<file path="src/rtl/tdcc_pkg.sv">
/*
 * Constants for the 8-bit timer with event counting and input capture:
 * register indices, field positions, reset values and timing counts.
 * Assumes a 32-bit AHB-Lite slave port where each register takes one word.
 */
package tdcc_pkg;

	// ----------------------------------------------------------------
	// Register indices (byte address is four times the index)
	// ----------------------------------------------------------------
	localparam logic [7:0] IDX_CLOCK_MODE   = 8'h18;
	localparam logic [7:0] IDX_EDGE_CAPTURE = 8'h19;
	localparam logic [7:0] IDX_DIGIT_LOW    = 8'h1A;
	localparam logic [7:0] IDX_DIGIT_HIGH   = 8'h1B;
	localparam logic [7:0] IDX_PIN_FUNCTION = 8'h20;
	localparam logic [7:0] IDX_FLAGS        = 8'h21;
	localparam logic [7:0] IDX_INT_STATUS   = 8'h22;
	localparam logic [7:0] IDX_INT_MASK     = 8'h23;

	// ----------------------------------------------------------------
	// Field positions
	// ----------------------------------------------------------------
	localparam int CM_RELOAD_BIT   = 3;
	localparam int EC_CAPTURE_BIT  = 2;
	localparam int FLAG_IRQ_BIT    = 0;
	localparam int FLAG_CSF_BIT    = 1;
	localparam int FLAG_CEF_BIT    = 2;
	localparam int EV_OVERFLOW_BIT = 0;
	localparam int EV_CAPTURE_BIT  = 1;
	localparam int EV_CAP_ERR_BIT  = 2;

	// ----------------------------------------------------------------
	// Encodings and reset values
	// ----------------------------------------------------------------
	localparam logic [2:0] SRC_EXTERNAL   = 3'h7;
	localparam logic [1:0] EDGE_NONE      = 2'h0;
	localparam logic [1:0] EDGE_FALLING   = 2'h1;
	localparam logic [1:0] EDGE_RISING    = 2'h2;
	localparam logic [1:0] EDGE_BOTH      = 2'h3;
	localparam logic [3:0] CLOCK_MODE_RST = 4'h0;
	localparam logic [2:0] EDGE_CAP_RST   = 3'h0;
	localparam logic [3:0] DIGIT_RST      = 4'h0;
	localparam logic [7:0] COUNT_MAX      = 8'hFF;
	localparam logic [7:0] COUNT_ZERO     = 8'h00;

	// ----------------------------------------------------------------
	// Timing: prescaler periods in instruction cycles (one hclk each)
	// ----------------------------------------------------------------
	localparam int          PRESC_W    = 11;
	localparam logic [10:0] PERIOD_M1_0 = 11'h7FF; // 2048 cycles
	localparam logic [10:0] PERIOD_M1_1 = 11'h1FF; // 512
	localparam logic [10:0] PERIOD_M1_2 = 11'h07F; // 128
	localparam logic [10:0] PERIOD_M1_3 = 11'h01F; // 32
	localparam logic [10:0] PERIOD_M1_4 = 11'h007; // 8
	localparam logic [10:0] PERIOD_M1_5 = 11'h003; // 4
	localparam logic [10:0] PERIOD_M1_6 = 11'h001; // 2
	localparam int          MODE_DELAY_INSTR = 2;  // instructions before a mode write acts
	localparam logic [1:0]  MODE_DELAY_CYC   = 2'(MODE_DELAY_INSTR);

endpackage : tdcc_pkg

</file>
<file path="src/rtl/tdcc_timer.sv">
/*
 * 8-bit up-counter with free-running/reload timing, external event
 * counting and input capture, behind an AHB-Lite slave with one word per
 * register. Assumes a single-master bus, single word transfers, and an
 * event pin that is asynchronous to hclk.
 */
// Functional notes
// Counter starts at write value, counts clocks
// Overflow at FF reloads or restarts
// Overflow sets interrupt flag until cleared
// Clock code external selects event counting
// Count configured pin edges, otherwise same
// Source keeps two cycles between edges
// Capture edge stores count, flags, clears
// Second trigger or overflow sets error
// Capture flags clear on reset, write zero
// Entering capture mode clears the counter
// Software uses internal clock for capture
// Clock mode change acts two cycles later
// Low three bits choose prescaler period
// Bit three picks reload, register resets
// Edge/capture register three bits, resets zero
// Write digits: low resets zero
// Captured digits read in any order
// Counter loads whole value on upper write
// Pin synchronised, one event per edge
`timescale 1ns/1ps

module tdcc_timer
	import tdcc_pkg::*;
(
	input  wire logic        hclk,
	input  wire logic        hresetn,
	input  wire logic        hsel,
	input  wire logic [31:0] haddr,
	input  wire logic [1:0]  htrans,
	input  wire logic        hwrite,
	input  wire logic [2:0]  hsize,
	input  wire logic [31:0] hwdata,
	input  wire logic        hready,
	output logic      [31:0] hrdata,
	output logic             hreadyout,
	output logic             hresp,
	input  wire logic        event_trigger_pin,
	output logic             irq
);

	// ----------------------------------------------------------------
	// State
	// ----------------------------------------------------------------
	logic [3:0]  clock_mode_r;      // active clock source and reload bit
	logic [3:0]  clock_pend_r;      // written value waiting to act
	logic [1:0]  mode_dly_r;        // cycles left before pending value acts
	logic [2:0]  edge_cap_r;
	logic [3:0]  digit_low_r;
	logic [3:0]  digit_high_r;
	logic        pin_function_r;
	logic [7:0]  count_r;
	logic [7:0]  capture_r;
	logic        timer_irq_flag_r;
	logic        capture_status_flag_r;
	logic        capture_error_flag_r;
	logic [2:0]  int_status_r;
	logic [2:0]  int_mask_r;
	logic [10:0] presc_r;
	logic [2:0]  pin_sync_r;
	logic        pin_level_r;
	logic        wr_pend_r;
	logic [7:0]  wr_idx_r;
	logic [31:0] hrdata_r;

	logic        bus_take;
	logic        rd_take;
	logic [7:0]  addr_idx;
	logic        wr_data;
	logic [10:0] period_m1;
	logic        presc_tick;
	logic        pin_rise;
	logic        pin_fall;
	logic        pin_edge;
	logic        capture_on;
	logic        ext_source;
	logic        count_tick;
	logic        overflow;
	logic        capture_evt;
	logic        cap_err_evt;
	logic        capture_enter;
	logic        upper_write;
	logic [2:0]  events;
	logic        int_read;

	// ----------------------------------------------------------------
	// AHB-Lite slave: zero wait states, always OKAY
	// ----------------------------------------------------------------
	assign hreadyout = 1'b1;
	assign hresp     = 1'b0;
	assign hrdata    = hrdata_r;
	assign bus_take  = hsel & hready & htrans[1];
	assign rd_take   = bus_take & ~hwrite;
	assign addr_idx  = haddr[9:2];
	assign wr_data   = wr_pend_r;
	assign int_read  = rd_take & (addr_idx == IDX_INT_STATUS);

	// Address phase of a write is held for its data phase
	always_ff @(posedge hclk or negedge hresetn)
	begin
		if (!hresetn)
		begin
			wr_pend_r <= 1'b0;
			wr_idx_r  <= 8'h00;
		end
		else
		begin
			wr_pend_r <= bus_take & hwrite;
			if (bus_take)
				wr_idx_r <= addr_idx;
		end
	end

	// Read data registered at the address phase, so it stands in the data phase
	always_ff @(posedge hclk or negedge hresetn)
	begin
		if (!hresetn)
			hrdata_r <= 32'h0000_0000;
		else if (rd_take)
		begin
			unique case (addr_idx)
				// Capture mode reads the frozen capture, so digit order is free
				IDX_DIGIT_LOW:  hrdata_r <= {28'h0, capture_on ? capture_r[3:0] : count_r[3:0]};
				IDX_DIGIT_HIGH: hrdata_r <= {28'h0, capture_on ? capture_r[7:4] : count_r[7:4]};
				IDX_PIN_FUNCTION: hrdata_r <= {31'h0, pin_function_r};
				IDX_FLAGS:      hrdata_r <= {29'h0, capture_error_flag_r, capture_status_flag_r,
					timer_irq_flag_r};
				IDX_INT_STATUS: hrdata_r <= {29'h0, int_status_r};
				IDX_INT_MASK:   hrdata_r <= {29'h0, int_mask_r};
				default:        hrdata_r <= 32'h0000_0000; // Mode and write registers are write-only
			endcase
		end
	end

	// ----------------------------------------------------------------
	// Mode and write registers
	// ----------------------------------------------------------------
	// Clock mode write waits two cycles before it acts, so code that
	// follows the write still runs under the old source
	always_ff @(posedge hclk or negedge hresetn)
	begin
		if (!hresetn)
		begin
			clock_mode_r <= CLOCK_MODE_RST;
			clock_pend_r <= CLOCK_MODE_RST;
			mode_dly_r   <= 2'h0;
		end
		else if (wr_data && wr_idx_r == IDX_CLOCK_MODE)
		begin
			clock_pend_r <= hwdata[3:0];
			mode_dly_r   <= MODE_DELAY_CYC;
		end
		else if (mode_dly_r != 2'h0)
		begin
			mode_dly_r <= mode_dly_r - 2'h1;
			if (mode_dly_r == 2'h1)
				clock_mode_r <= clock_pend_r;
		end
	end

	// Edge/capture mode, pin function and write digits
	always_ff @(posedge hclk or negedge hresetn)
	begin
		if (!hresetn)
		begin
			edge_cap_r     <= EDGE_CAP_RST;
			pin_function_r <= 1'b0;
			digit_low_r    <= DIGIT_RST;
			digit_high_r   <= DIGIT_RST;
		end
		else if (wr_data)
		begin
			if (wr_idx_r == IDX_EDGE_CAPTURE)
				edge_cap_r <= hwdata[2:0];
			if (wr_idx_r == IDX_PIN_FUNCTION)
				pin_function_r <= hwdata[0];
			if (wr_idx_r == IDX_DIGIT_LOW)
				digit_low_r <= hwdata[3:0];
			if (wr_idx_r == IDX_DIGIT_HIGH)
				digit_high_r <= hwdata[3:0];
		end
	end

	assign upper_write   = wr_data & (wr_idx_r == IDX_DIGIT_HIGH);
	assign capture_enter = wr_data & (wr_idx_r == IDX_EDGE_CAPTURE) & hwdata[EC_CAPTURE_BIT] & ~capture_on;
	assign capture_on    = edge_cap_r[EC_CAPTURE_BIT];

	// ----------------------------------------------------------------
	// Prescaler: free-running divider, one-cycle tick per period
	// ----------------------------------------------------------------
	always_ff @(posedge hclk or negedge hresetn)
	begin
		if (!hresetn)
			presc_r <= 11'h000;
		else
			presc_r <= presc_r + 11'h001;
	end

	// Period lookup for the low three clock mode bits
	always_comb
	begin
		unique case (clock_mode_r[2:0])
			3'h0:    period_m1 = PERIOD_M1_0;
			3'h1:    period_m1 = PERIOD_M1_1;
			3'h2:    period_m1 = PERIOD_M1_2;
			3'h3:    period_m1 = PERIOD_M1_3;
			3'h4:    period_m1 = PERIOD_M1_4;
			3'h5:    period_m1 = PERIOD_M1_5;
			3'h6:    period_m1 = PERIOD_M1_6;
			default: period_m1 = PERIOD_M1_6; // External source, tick unused
		endcase
	end

	assign presc_tick = (presc_r & period_m1) == period_m1;

	// ----------------------------------------------------------------
	// Event pin: three-stage synchroniser and edge detect
	// ----------------------------------------------------------------
	// A change is taken once stages two and three agree, which also
	// rejects a single-cycle glitch; only stage two reads stage one
	always_ff @(posedge hclk or negedge hresetn)
	begin
		if (!hresetn)
		begin
			pin_sync_r  <= 3'h0;
			pin_level_r <= 1'b0;
		end
		else
		begin
			pin_sync_r <= {pin_sync_r[1:0], event_trigger_pin};
			if (pin_sync_r[1] == pin_sync_r[2])
				pin_level_r <= pin_sync_r[2];
		end
	end

	assign pin_rise = (pin_sync_r[1] == pin_sync_r[2]) & pin_sync_r[2] & ~pin_level_r;
	assign pin_fall = (pin_sync_r[1] == pin_sync_r[2]) & ~pin_sync_r[2] & pin_level_r;

	// Configured edge kind; both-edge use relies on edges two cycles apart
	always_comb
	begin
		unique case (edge_cap_r[1:0])
			EDGE_NONE:    pin_edge = 1'b0;
			EDGE_FALLING: pin_edge = pin_fall;
			EDGE_RISING:  pin_edge = pin_rise;
			EDGE_BOTH:    pin_edge = pin_rise | pin_fall;
		endcase
	end

	// ----------------------------------------------------------------
	// Counter
	// ----------------------------------------------------------------
	// External source only counts once the pin is given to the timer.
	// In capture mode the pin is the trigger, not a count source.
	assign ext_source  = clock_mode_r[2:0] == SRC_EXTERNAL;
	assign count_tick  = ext_source ? (pin_function_r & pin_edge & ~capture_on) : presc_tick;
	assign overflow    = count_tick & (count_r == COUNT_MAX);
	assign capture_evt = capture_on & pin_function_r & pin_edge;
	assign cap_err_evt = capture_on & ((capture_evt & capture_status_flag_r) | overflow);

	// Priority: upper write, then entering capture, then trigger, then count
	always_ff @(posedge hclk or negedge hresetn)
	begin
		if (!hresetn)
			count_r <= COUNT_ZERO;
		else if (upper_write)
			count_r <= {hwdata[3:0], digit_low_r};
		else if (capture_enter)
			count_r <= COUNT_ZERO;
		else if (capture_evt)
			count_r <= COUNT_ZERO;
		else if (overflow)
			count_r <= clock_mode_r[CM_RELOAD_BIT] ? {digit_high_r, digit_low_r} : COUNT_ZERO;
		else if (count_tick)
			count_r <= count_r + 8'h01;
	end

	// Captured value holds until the next trigger
	always_ff @(posedge hclk or negedge hresetn)
	begin
		if (!hresetn)
			capture_r <= COUNT_ZERO;
		else if (capture_evt)
			capture_r <= count_r;
	end

	// ----------------------------------------------------------------
	// Timer flags: set wins over a software clear in the same cycle
	// ----------------------------------------------------------------
	// Writing zero to a flag bit clears it; writing one leaves it alone
	always_ff @(posedge hclk or negedge hresetn)
	begin
		if (!hresetn)
		begin
			timer_irq_flag_r      <= 1'b0;
			capture_status_flag_r <= 1'b0;
			capture_error_flag_r  <= 1'b0;
		end
		else
		begin
			if (overflow || capture_evt)
				timer_irq_flag_r <= 1'b1;
			else if (wr_data && wr_idx_r == IDX_FLAGS && !hwdata[FLAG_IRQ_BIT])
				timer_irq_flag_r <= 1'b0;
			if (capture_evt)
				capture_status_flag_r <= 1'b1;
			else if (wr_data && wr_idx_r == IDX_FLAGS && !hwdata[FLAG_CSF_BIT])
				capture_status_flag_r <= 1'b0;
			if (cap_err_evt)
				capture_error_flag_r <= 1'b1;
			else if (wr_data && wr_idx_r == IDX_FLAGS && !hwdata[FLAG_CEF_BIT])
				capture_error_flag_r <= 1'b0;
		end
	end

	// ----------------------------------------------------------------
	// Interrupt status (clear on read), mask, and output
	// ----------------------------------------------------------------
	assign events = {cap_err_evt, capture_evt, overflow};

	// Per-event sticky bit; an event in the reading cycle survives
	for (genvar i = 0; i < 3; i++)
	begin : g_int
		always_ff @(posedge hclk or negedge hresetn)
		begin
			if (!hresetn)
				int_status_r[i] <= 1'b0;
			else if (events[i])
				int_status_r[i] <= 1'b1;
			else if (int_read)
				int_status_r[i] <= 1'b0;
		end
	end

	// Mask: a one lets the matching status bit reach irq
	always_ff @(posedge hclk or negedge hresetn)
	begin
		if (!hresetn)
			int_mask_r <= 3'h0;
		else if (wr_data && wr_idx_r == IDX_INT_MASK)
			int_mask_r <= hwdata[2:0];
	end

	assign irq = |(int_status_r & int_mask_r);

endmodule // tdcc_timer

</file>
<file path="config.mk">
export PLATFORM = sky130hd
export DESIGN_NAME = tdcc_timer
export DESIGN_NICKNAME = d
export VERILOG_FILES = /design/src/rtl/tdcc_pkg.sv /design/src/rtl/tdcc_timer.sv
export SDC_FILE = /design/constraint.sdc
export NUM_CORES = 1
export LEC_CHECK = 0
export BUFFER_PORTS_ARGS = -buffer_cell sky130_fd_sc_hd__buf_2
export CAP_MARGIN = 20
export CORE_MARGIN = 2
export CORE_UTILIZATION = 52
export CTS_CLUSTER_SIZE = 14
export DETAILED_ROUTE_END_ITERATION = 12
export HOLD_SLACK_MARGIN = 0.05
export PLACE_DENSITY = 0.91
export REMOVE_ABC_BUFFERS = 1
export SYNTH_ARGS = -nofsm -noshare
export SYNTH_HDL_FRONTEND = slang
export SYNTH_SLANG_ARGS = --single-unit
</file>
<file path="constraint.sdc">
create_clock -name hclk -period 2.5 [get_ports hclk]
set_input_delay 0.125 -clock hclk [delete_from_list [all_inputs] [get_ports hclk]]
set_output_delay 0.125 -clock hclk [all_outputs]
set_load 0.01 [all_outputs]
</file>
; Word-level counts from Yosys, hierarchy flattened
; Index checks and enable logic that the tools add are counted.
[op_classes]
add_sub_neg = 3
n_eq_ne = 26
mux = 24
bitwise = 29
n_reduce_logical = 27
[op_table]
columns = op, count
row1 = $pmux W11 S6, 1
row2 = $eq A8 B6 Y1 const B, 7
row3 = $eq A8 B5 Y1 const B, 6
row4 = $mux W8, 6
row5 = $pmux W4 S6, 1
row6 = $and A1 B1 Y1, 20
row7 = $reduce_bool A2 Y1, 8
row8 = $add A11 B1 Y11 const B, 1
row9 = $and A11 B11 Y11, 1
row10 = $eq A11 B11 Y1, 1
row11 = $mux W1, 11
row12 = $eq A3 B3 Y1 const B, 3
row13 = $add A8 B1 Y8 const B, 1
row14 = $eq A8 B8 Y1 const B, 1
row15 = $mux W4, 2
row16 = $reduce_and A2 Y1, 4
row17 = $eq A3 B2 Y1 const B, 2
row18 = $logic_and A1 B1 Y1, 6
row19 = $not A1 Y1, 5
row20 = $reduce_bool A5 Y1, 1
row21 = $eq A2 B1 Y1 const B, 2
row22 = $eq A2 B2 Y1 const B, 2
row23 = $mux W2, 2
row24 = $pmux W1 S4, 1
row25 = 11 further kinds, 14
[totals]
ff_bits = 103
inputBits = 75
output_inout_bits = 35
word_cells = 131

; Logic depth before layout (Yosys ltp)
; Gate-level depths: netlist of the first run.
[logic_depth]
depth_word = 13
ltp_mapped = 9
depth_no_buf = 8

; Least setup slack after synthesis of the first run
; Ideal clock, no wire load.
[synth_timing]
path_type = register -> register
startpoint = register wr_idx_r[2]
endpoint = register count_r[0]
setup_time_ns = 0.125
arrival_ns = 1.826
t_required_ns = 2.375
setup_slack_ns = 0.550
stages_incl_launch_ff = 7
path_buffers = 1
synth_period_minus_slack_ns = 1.950
cell_sequence = dfrtp_1 > nor4b_4 > nand4b_2 > o21ai_1 > or2_2 > buf_4 > mux2_2
[synth_between]
elab_chain_cells = 6
word_cells_on_any_way = 9
classes_between = 2 x eq/ne / 2 x mux / 4 x bitwise / 1 x reduce/logical
[synth_lines]
columns = item, line
row1 = "start, declared", tdcc_timer.sv:69  ; logic [7:0] wr_idx_r;
row2 = "start signal, assigned", tdcc_timer.sv:116  ; wr_idx_r <= addr_idx;
row3 = $eq A8 B5 Y1, tdcc_timer.sv:191  ; assign capture_enter = wr_data & (wr_idx_r == IDX_EDGE_CAPTURE) & hwdata[EC_CAPTURE_BIT] & ~capture_on;
row4 = $and A1 B1 Y1 (3 in series), tdcc_timer.sv:191
row5 = $mux W8, tdcc_timer.sv:274  ; else if (capture_enter)
row6 = $mux W8, tdcc_timer.sv:272  ; else if (upper_write)
row7 = "end signal, assigned", tdcc_timer.sv:273  ; count_r <= {hwdata[3:0], digit_low_r};
row8 = "end signal, assigned", tdcc_timer.sv:279  ; count_r <= clock_mode_r[CM_RELOAD_BIT] ? {digit_high_r, digit_low_r} : COUNT_ZERO;
row9 = "end signal, assigned", tdcc_timer.sv:281  ; count_r <= count_r + 8'h01;
row10 = "end, declared", tdcc_timer.sv:58  ; logic [7:0] count_r;
; Several ways; a longest one is shown, not always the timed one.
; A chain may end at the register's enable or synchronous reset.

; Final worst setup path of the first run
[layout_timing]
startpoint = register count_r[0]
endpoint = register count_r[1]
[layout_between]
elab_chain_cells = 6
word_cells_on_any_way = 9
classes_between = 1 x add/sub / 1 x eq/ne / 5 x mux / 1 x bitwise / 1 x reduce/logical
[layout_lines]
columns = item, line
row1 = $add A8 B1 Y8 or $eq A8 B8 Y1 (tied branches), "tdcc_timer.sv:281, tdcc_timer.sv:263"
row2 = $mux W8 or $and A1 B1 Y1 (tied branches), "tdcc_timer.sv:280, tdcc_timer.sv:263"
row3 = $mux W8, tdcc_timer.sv:278  ; else if (overflow)
row4 = $mux W8, tdcc_timer.sv:276  ; else if (capture_evt)
row5 = $mux W8, tdcc_timer.sv:274
row6 = $mux W8, tdcc_timer.sv:272
; Several ways; a longest one is shown, not always the timed one. The select of a mux whose other input is x is not followed.

==> results of run 1 <==
[state kept, by name (all words and copies together) (netlist names), 2 cells and up]
register / cells
capture_r: 8
clock_mode_r: 4
clock_pend_r: 4
count_r: 8
digit_high_r: 4
digit_low_r: 4
edge_cap_r: 3
hrdata: 4
int_mask_r: 3
int_status_r: 3
mode_dly_r: 2
pin_sync_r: 3
presc_r: 11
wr_idx_r: 8
[cells in the mapped netlist (3+ instances only)]
library cell / number
buf_4: 31
a21o_1: 3
a31oi_1: 7
nor3_1: 4
clkbuf_1: 8
nor2_1: 12
o211ai_1: 4
a22oi_1: 3
nor3b_1: 3
nor2b_1: 4
mux4_2: 5
buf_2: 3
inv_1: 11
ha_1: 6
xnor2_1: 4
nand4_1: 5
o21ai_0: 22
a2bb2oi_1: 3
nand3_1: 15
dfrtp_1: 75
mux2_4: 4
xor2_1: 7
nand2_1: 39
a21oi_1: 3
mux2_2: 38
[per-layer routing]
layer  vias up  part of all wire  GRT usage
li1       1236                 -          -
met1      1370              0.43      0.249
met2        91              0.50      0.322
met3        14             0.049     0.0327
met4         0             0.017     0.0782
met5         -                 0          0
[through the flow]
| step | worst slack, ns | power (W) | area [um^2] | hold slack (ns) |
|---|---|---|---|---|
| detailed placement | 0.456 | 0.00248 | 3970 | 0.233 |
| CTS | 0.436 | 0.00350 | 4280 | 0.0547 |
| global route | 0.191 | 0.00369 | 4280 | 0.0628 |
| global placement | 0.497 | 0.00241 | 3970 | 0.211 |
| floorplan | 0.491 | 0.00223 | 3670 | -0.171 |
| finish | 0.339 | 0.00350 | 4280 | 0.0595 |
[cell type report]
type                       instances  area [um^2]
tap                               99          124
clock inverter                     5         77.6
multi-input combinational        246         1750
timing repair buffer              39          270
fill                             580         2940
sequential                        75         1880
inverter                          11         41.3
clock buffer                      10          138
[cells by family (layout without fill, tap and decap cells)]
kind of cell,count (synthesis),count (layout)
multiplexers,47,47
AO/OA/AOI/OAI,53,53
adder cells (fa/ha/maj),6,6
AND/OR/NAND/NOR,99,99
other,2,30
buffers and inverters,54,65
XOR/XNOR,11,11
flip-flops,75,75
[critical path: stages, from the launching register on]
cell	delay, ns
dfrtp_1	0.48
ha_1	0.28
nand3_1	0.20
nor3_2	0.47
nor2b_1	0.10
a31oi_1	0.16
o21ai_0	0.09
mux2_2	0.26
[cell usage in the layout (no fill, tap or decap), types with 5 or more instances in the layout]
cell type	count
dfrtp_1	75
nand2_1	39
xor2_1	7
nand4_1	5
nor2_1	12
buf_2	23
a31oi_1	7
o21ai_0	22
conb_1	30
nand3_1	15
clkbuf_8	10
mux2_2	38
buf_4	6
mux4_2	5
dlygate4sd3_1	9
ha_1	6
inv_1	11
[power by group through the flow]
stage	logic (W)	registers, W	clock network, W
3_5_place_dp	0.000840	0.00165	0
6_report	0.000863	0.00163	0.00101
3_3_place_gp	0.000789	0.00162	0
5_1_grt	0.000953	0.00166	0.00108
2_1_floorplan	0.000669	0.00156	0
4_1_cts	0.000859	0.00162	0.00102
[worst paths after layout]
| check | cells after the start | end | slack, ns | from |
|---|---|---|---|---|
| min reg2reg | 0 | pin_sync_r[1]$_DFF_PN0_ | 0.35 | pin_sync_r[0]$_DFF_PN0_ |
| max in group asynchronous | 3 | hrdata[2]$_DFFE_PN0P_ | 1.46 | hresetn |
| min | 2 | wr_idx_r[3]$_DFFE_PN0P_ | 0.06 | haddr[5] |
| max reg2reg | 7 | count_r[1]$_DFFE_PN0P_ | 0.34 | count_r[0]$_DFFE_PN0P_ |
| min in group asynchronous | 2 | pin_sync_r[0]$_DFF_PN0_ | 0.38 | hresetn |
| max | 7 | count_r[1]$_DFFE_PN0P_ | 0.34 | count_r[0]$_DFFE_PN0P_ |
==> out/qor.txt, run 1 <==
outcome: completed
Internal Power: 0.00242 W
Finish-stage setup viols: 0
Fmax: 0.463 GHz
Max clock buf depth: 2
sequential share of the synthesized area: 0.487
library cells used by synthesis: 48
maxcap violations: 0
FP Rows: 31
first-pass GRT wire length: 12.6 mm
Nets: 463
number of synthesized register bits: 75
Core ar.: 7210 um^2
Routed WL: 7.44 mm
Die Area: 8110 um^2
period utilization: 0.864
Die Height: 90.0 um
CP Capture Type: register
Max VDD drop: 539 uV
vias in the first global route: 2703
Inst Count DP: 461
Worst setup SP type: register
WP data arrival: 2.39 ns
Post-CTS Setup Bufs: 0
crit path kind: register to register
htree depth: 3
Num CTS Buffers: 9
Worst slew margin: 0.509
post-synthesis xor/xnor area fraction: 0.0250
Vias/cell: 5.59
clk slew on worst S/H paths: 0.07 ns
Clk Latency, worst-skew pair: 0.34 ns
Routed WL per cell: 15.3 um
Inserted Diodes: 0
crit path time final: 2.16 ns
Iteration-0 DRC Markers: 185
Comb power frac: 0.246
Flop pwr share: 0.464
final std cells w/o fill: 485
ys async rst share: 1.00
adder-cell area share of the yosys netlist: 0.0195
# IOs: 110
RSZ-0062 raised after global routing: false
Slew Limit Fails: 0
Area Growth Syn to Fin: 11.0%
I/O Buffers: 23
Primary FF master, synth: dfrtp_1
worst endpoint required time: 2.73 ns
initial core utilization: 0.534
mapped cell area: 3850 um^2
pin count of the biggest net entering global routing: 45
routed vias: 2711
EDFF count, synth: 0
synth top area cells: dfrtp_1 49%, mux2_2 11%, buf_4 6.0%
clk root buf: clkbuf_8
post-synthesis simple-gate area fraction: 0.137
Power Density: 819 nW/um^2
Final Core Density: 0.593
Least-Margin Pin Slew: 0.736 ns
setup_tns: 0 ns
switching share of power: 0.309
DIE WIDTH: 90.0 um
# DRC: 0
leading area contributor after synthesis: dfrtp_1
Compound-Gate Fraction of Synth Area: 0.0871
Leak Pwr: 1.96 nW
# clock sinks: 75
global route overflow: 0
total number of yosys warnings: 0
CP Max Fanout: 8
worst hold path type: input pin to register
initial antenna violation count: 0
Fin Clk Skew: 0.00419 ns
post-CTS sizing: 0
Synth Area per Inst: 11.1 um^2
final hold viol count: 0
DP HPWL: 5.18 mm
# hold bufs at CTS: 9
post-synthesis mux area share: 0.156
Final GP Congestion: 0.853
Routed Antenna Nets: 0
clock power share: 0.289
CTS tree: yes
switching power: 0.00108 W
Synth Instances: 347
GRT Overall Usage: 0.192
largest family of logic cells by synthesized area: multiplexers
share of layout cells above drive strength 1: 0.262
Yosys top cell area share: 0.487
DRT Pass-1 Iters: 5
Power figures use the tool's default switching activity.
==> run 2, diff against run 1 <==
Settings changed: CORE_UTILIZATION 52 to 54, CTS_BUF_LIST set to sky130_fd_sc_hd__clkbuf_2 sky130_fd_sc_hd__clkbuf_4 sky130_fd_sc_hd__clkbuf_8, PLACE_DENSITY 0.91 to 0.93.
==> out/qor.txt, run 2 (synthesis results as in run 1) <==
Worst setup SP type: register (unchanged)
DP HPWL: 5.10 mm (was 5.18 mm)
# clock sinks: 75 (unchanged)
Routed WL per cell: 15.5 um (was 15.3 um)
I/O Buffers: 23 (unchanged)
Fmax: 0.482 GHz (was 0.463 GHz)
GRT Overall Usage: 0.213 (was 0.192)
clk slew on worst S/H paths: 0.07 ns (about the same)
Max clock buf depth: 2 (unchanged)
Worst R2R Start: wr_idx_r[2]$_DFFE_PN0P_ (was count_r[0]$_DFFE_PN0P_)
htree depth: 3 (unchanged)
crit path kind: register to register (unchanged)
Max VDD drop: 506 uV (was 539 uV)
Fin Clk Skew: 0.0106 ns (was 0.00419 ns)
Iteration-0 DRC Markers: 164 (was 185)
setup_tns: 0 ns (unchanged)
pin count of the biggest net entering global routing: 45 (unchanged)
Critical Path End: clock_mode_r[2]$_DFFE_PN0P_ (was count_r[1]$_DFFE_PN0P_)
pre-CTS setup slack: 0.461 ns (was 0.456 ns)
Comb power frac: 0.232 (was 0.246)
Area Growth Syn to Fin: 11.7% (was 11.0%)
worst reg2reg endpoint: clock_mode_r[2]$_DFFE_PN0P_ (was count_r[1]$_DFFE_PN0P_)
DIE WIDTH: 88.4 um (was 90.0 um)
worst hold margin: 0.0648 ns (was 0.0595 ns)
Least-Margin Pin Slew: 0.703 ns (was 0.736 ns)
reg2reg path depth: 5 (was 7)
CP Capture Type: register (unchanged)
vias in the first global route: 2681 (was 2703)
max reg flops: 11 (unchanged)
post-CTS sizing: 0 (unchanged)
global route overflow: 0 (unchanged)
FP Rows: 30 (was 31)
Clk Latency, worst-skew pair: 0.35 ns (was 0.34 ns)
worst endpoint required time: 2.73 ns (about the same)
Nets: 462 (was 463)
clock power share: 0.322 (was 0.289)
Core ar.: 6830 um^2 (was 7210 um^2)
Routed Antenna Nets: 0 (unchanged)
first-pass GRT wire length: 12.6 mm (about the same)
routed vias: 2628 (was 2711)
outcome: completed (unchanged)
final hold viol count: 0 (unchanged)
critical path startpoint: wr_idx_r[2]$_DFFE_PN0P_ (was count_r[0]$_DFFE_PN0P_)
initial core utilization: 0.564 (was 0.534)
Leak Pwr: 1.97 nW (was 1.96 nW)
crit path time final: 2.08 ns (was 2.16 ns)
Die Height: 88.4 um (was 90.0 um)
Seq. cell area: 1880 um^2 (unchanged)
Finish-stage setup viols: 0 (unchanged)
# IOs: 110 (unchanged)
Final Total Pwr: 0.00364 W (was 0.00350 W)
switching share of power: 0.289 (was 0.309)
Final GP Congestion: 0.864 (was 0.853)
most flop-heavy register: presc_r (unchanged)
RSZ-0062 raised after global routing: false (unchanged)
Worst slew margin: 0.531 (was 0.509)
initial antenna violation count: 0 (unchanged)
most common cell after layout, fill and taps aside: dfrtp_1 (unchanged)
Hold Startpoint: haddr[4] (was haddr[5])
DRT Pass-1 Iters: 6 (was 5)
CTS tree: yes (unchanged)
Slew Limit Fails: 0 (unchanged)
share of layout cells above drive strength 1: 0.258 (was 0.262)
final std cells w/o fill: 480 (was 485)
Power Density: 847 nW/um^2 (was 819 nW/um^2)
clk root buf: clkbuf_8 (unchanged)
maxcap violations: 0 (unchanged)
worst hold path type: input pin to register (unchanged)
WP data arrival: 2.31 ns (was 2.39 ns)
Num CTS Buffers: 9 (unchanged)
CP Max Fanout: 5 (was 8)
Worst Setup Slack, final: 0.424 ns (was 0.339 ns)
most frequent cells in the layout: 75 x dfrtp_1, 39 x nand2_1, 38 x mux2_2 (unchanged)
switching power: 0.00105 W (was 0.00108 W)
Inst Count DP: 457 (was 461)
Routed WL: 7.43 mm (was 7.44 mm)
Fill cells: 514 (was 580)
Internal Power: 0.00259 W (was 0.00242 W)
# DRC: 0 (unchanged)
r2r setup slk: 0.42 ns (was 0.34 ns)
period utilization: 0.830 (was 0.864)
Vias/cell: 5.48 (was 5.59)
Flop pwr share: 0.446 (was 0.464)
Multi-input gate area: 1750 um^2 (unchanged)
Inserted Diodes: 0 (unchanged)
Die Area: 7820 um^2 (was 8110 um^2)
==> run 2: worst min-delay path by stage <==
stage,slack (ns),cells after the start,end
4_1_cts,0.05,2,wr_idx_r[7]$_DFFE_PN0P_
3_3_place_gp,0.21,1,digit_high_r[2]$_DFFE_PN0P_
5_1_grt,0.05,2,wr_idx_r[2]$_DFFE_PN0P_
3_5_place_dp,0.21,1,digit_high_r[2]$_DFFE_PN0P_
6_report,0.06,2,wr_idx_r[2]$_DFFE_PN0P_
2_1_floorplan,-0.17,0,capture_error_flag_r$_DFFE_PN0P_
==> run 2: critical path, stage by stage (launching register included) <==
cell and delay (ns):
dfrtp_1 0.42, nor4b_4 0.34, nand4b_2 0.24, or3_1 0.41, and3b_4 0.24, mux2_4 0.30
==> run 2: routing by layer <==
metal	vias to the layer above	routed length (um)	global-route usage
met1	1319	3220	0.264
met5	-	0	0
met4	0	63	0.0551
met2	73	3820	0.370
li1	1230	-	-
met3	6	329	0.0588
==> run 2: metrics by stage <==
stage | util | instance area [um^2]
2_1_floorplan | - | 3670
3_3_place_gp | 0.579 | 3960
3_5_place_dp | 0.579 | 3960
4_1_cts | 0.628 | 4290
5_1_grt | 0.629 | 4300
6_report | 0.629 | 4300
==> run 2: final cells by class <==
cell class / instances / share of cell area
clock buffers: 9 / 0.0288
clock inverters: 5 / 0.0297
inverters: 11 / 0.00960
multi-input cells: 246 / 0.406
flip-flops and latches: 75 / 0.436
well taps: 96 / 0.0279
repair buffers: 38 / 0.0611
==> run 2: timing repair <==
| action | 4_1_cts | 5_1_grt |
|---|---|---|
| endpoints found under the setup margin | 0 | 0 |
| hold buffers | 8 | 1 |
| hold endpoints to repair | 38 | 1 |
| buffers inserted | 0 | 0 |
==> run 2: power groups by stage <==
stage / Clock [W] / Sequential, W / Combinational [W]
2_1_floorplan: 0 / 0.00156 / 0.000669
3_3_place_gp: 0 / 0.00162 / 0.000791
3_5_place_dp: 0 / 0.00163 / 0.000831
4_1_cts: 0.00119 / 0.00161 / 0.000849
5_1_grt: 0.00125 / 0.00166 / 0.000945
6_report: 0.00117 / 0.00162 / 0.000845
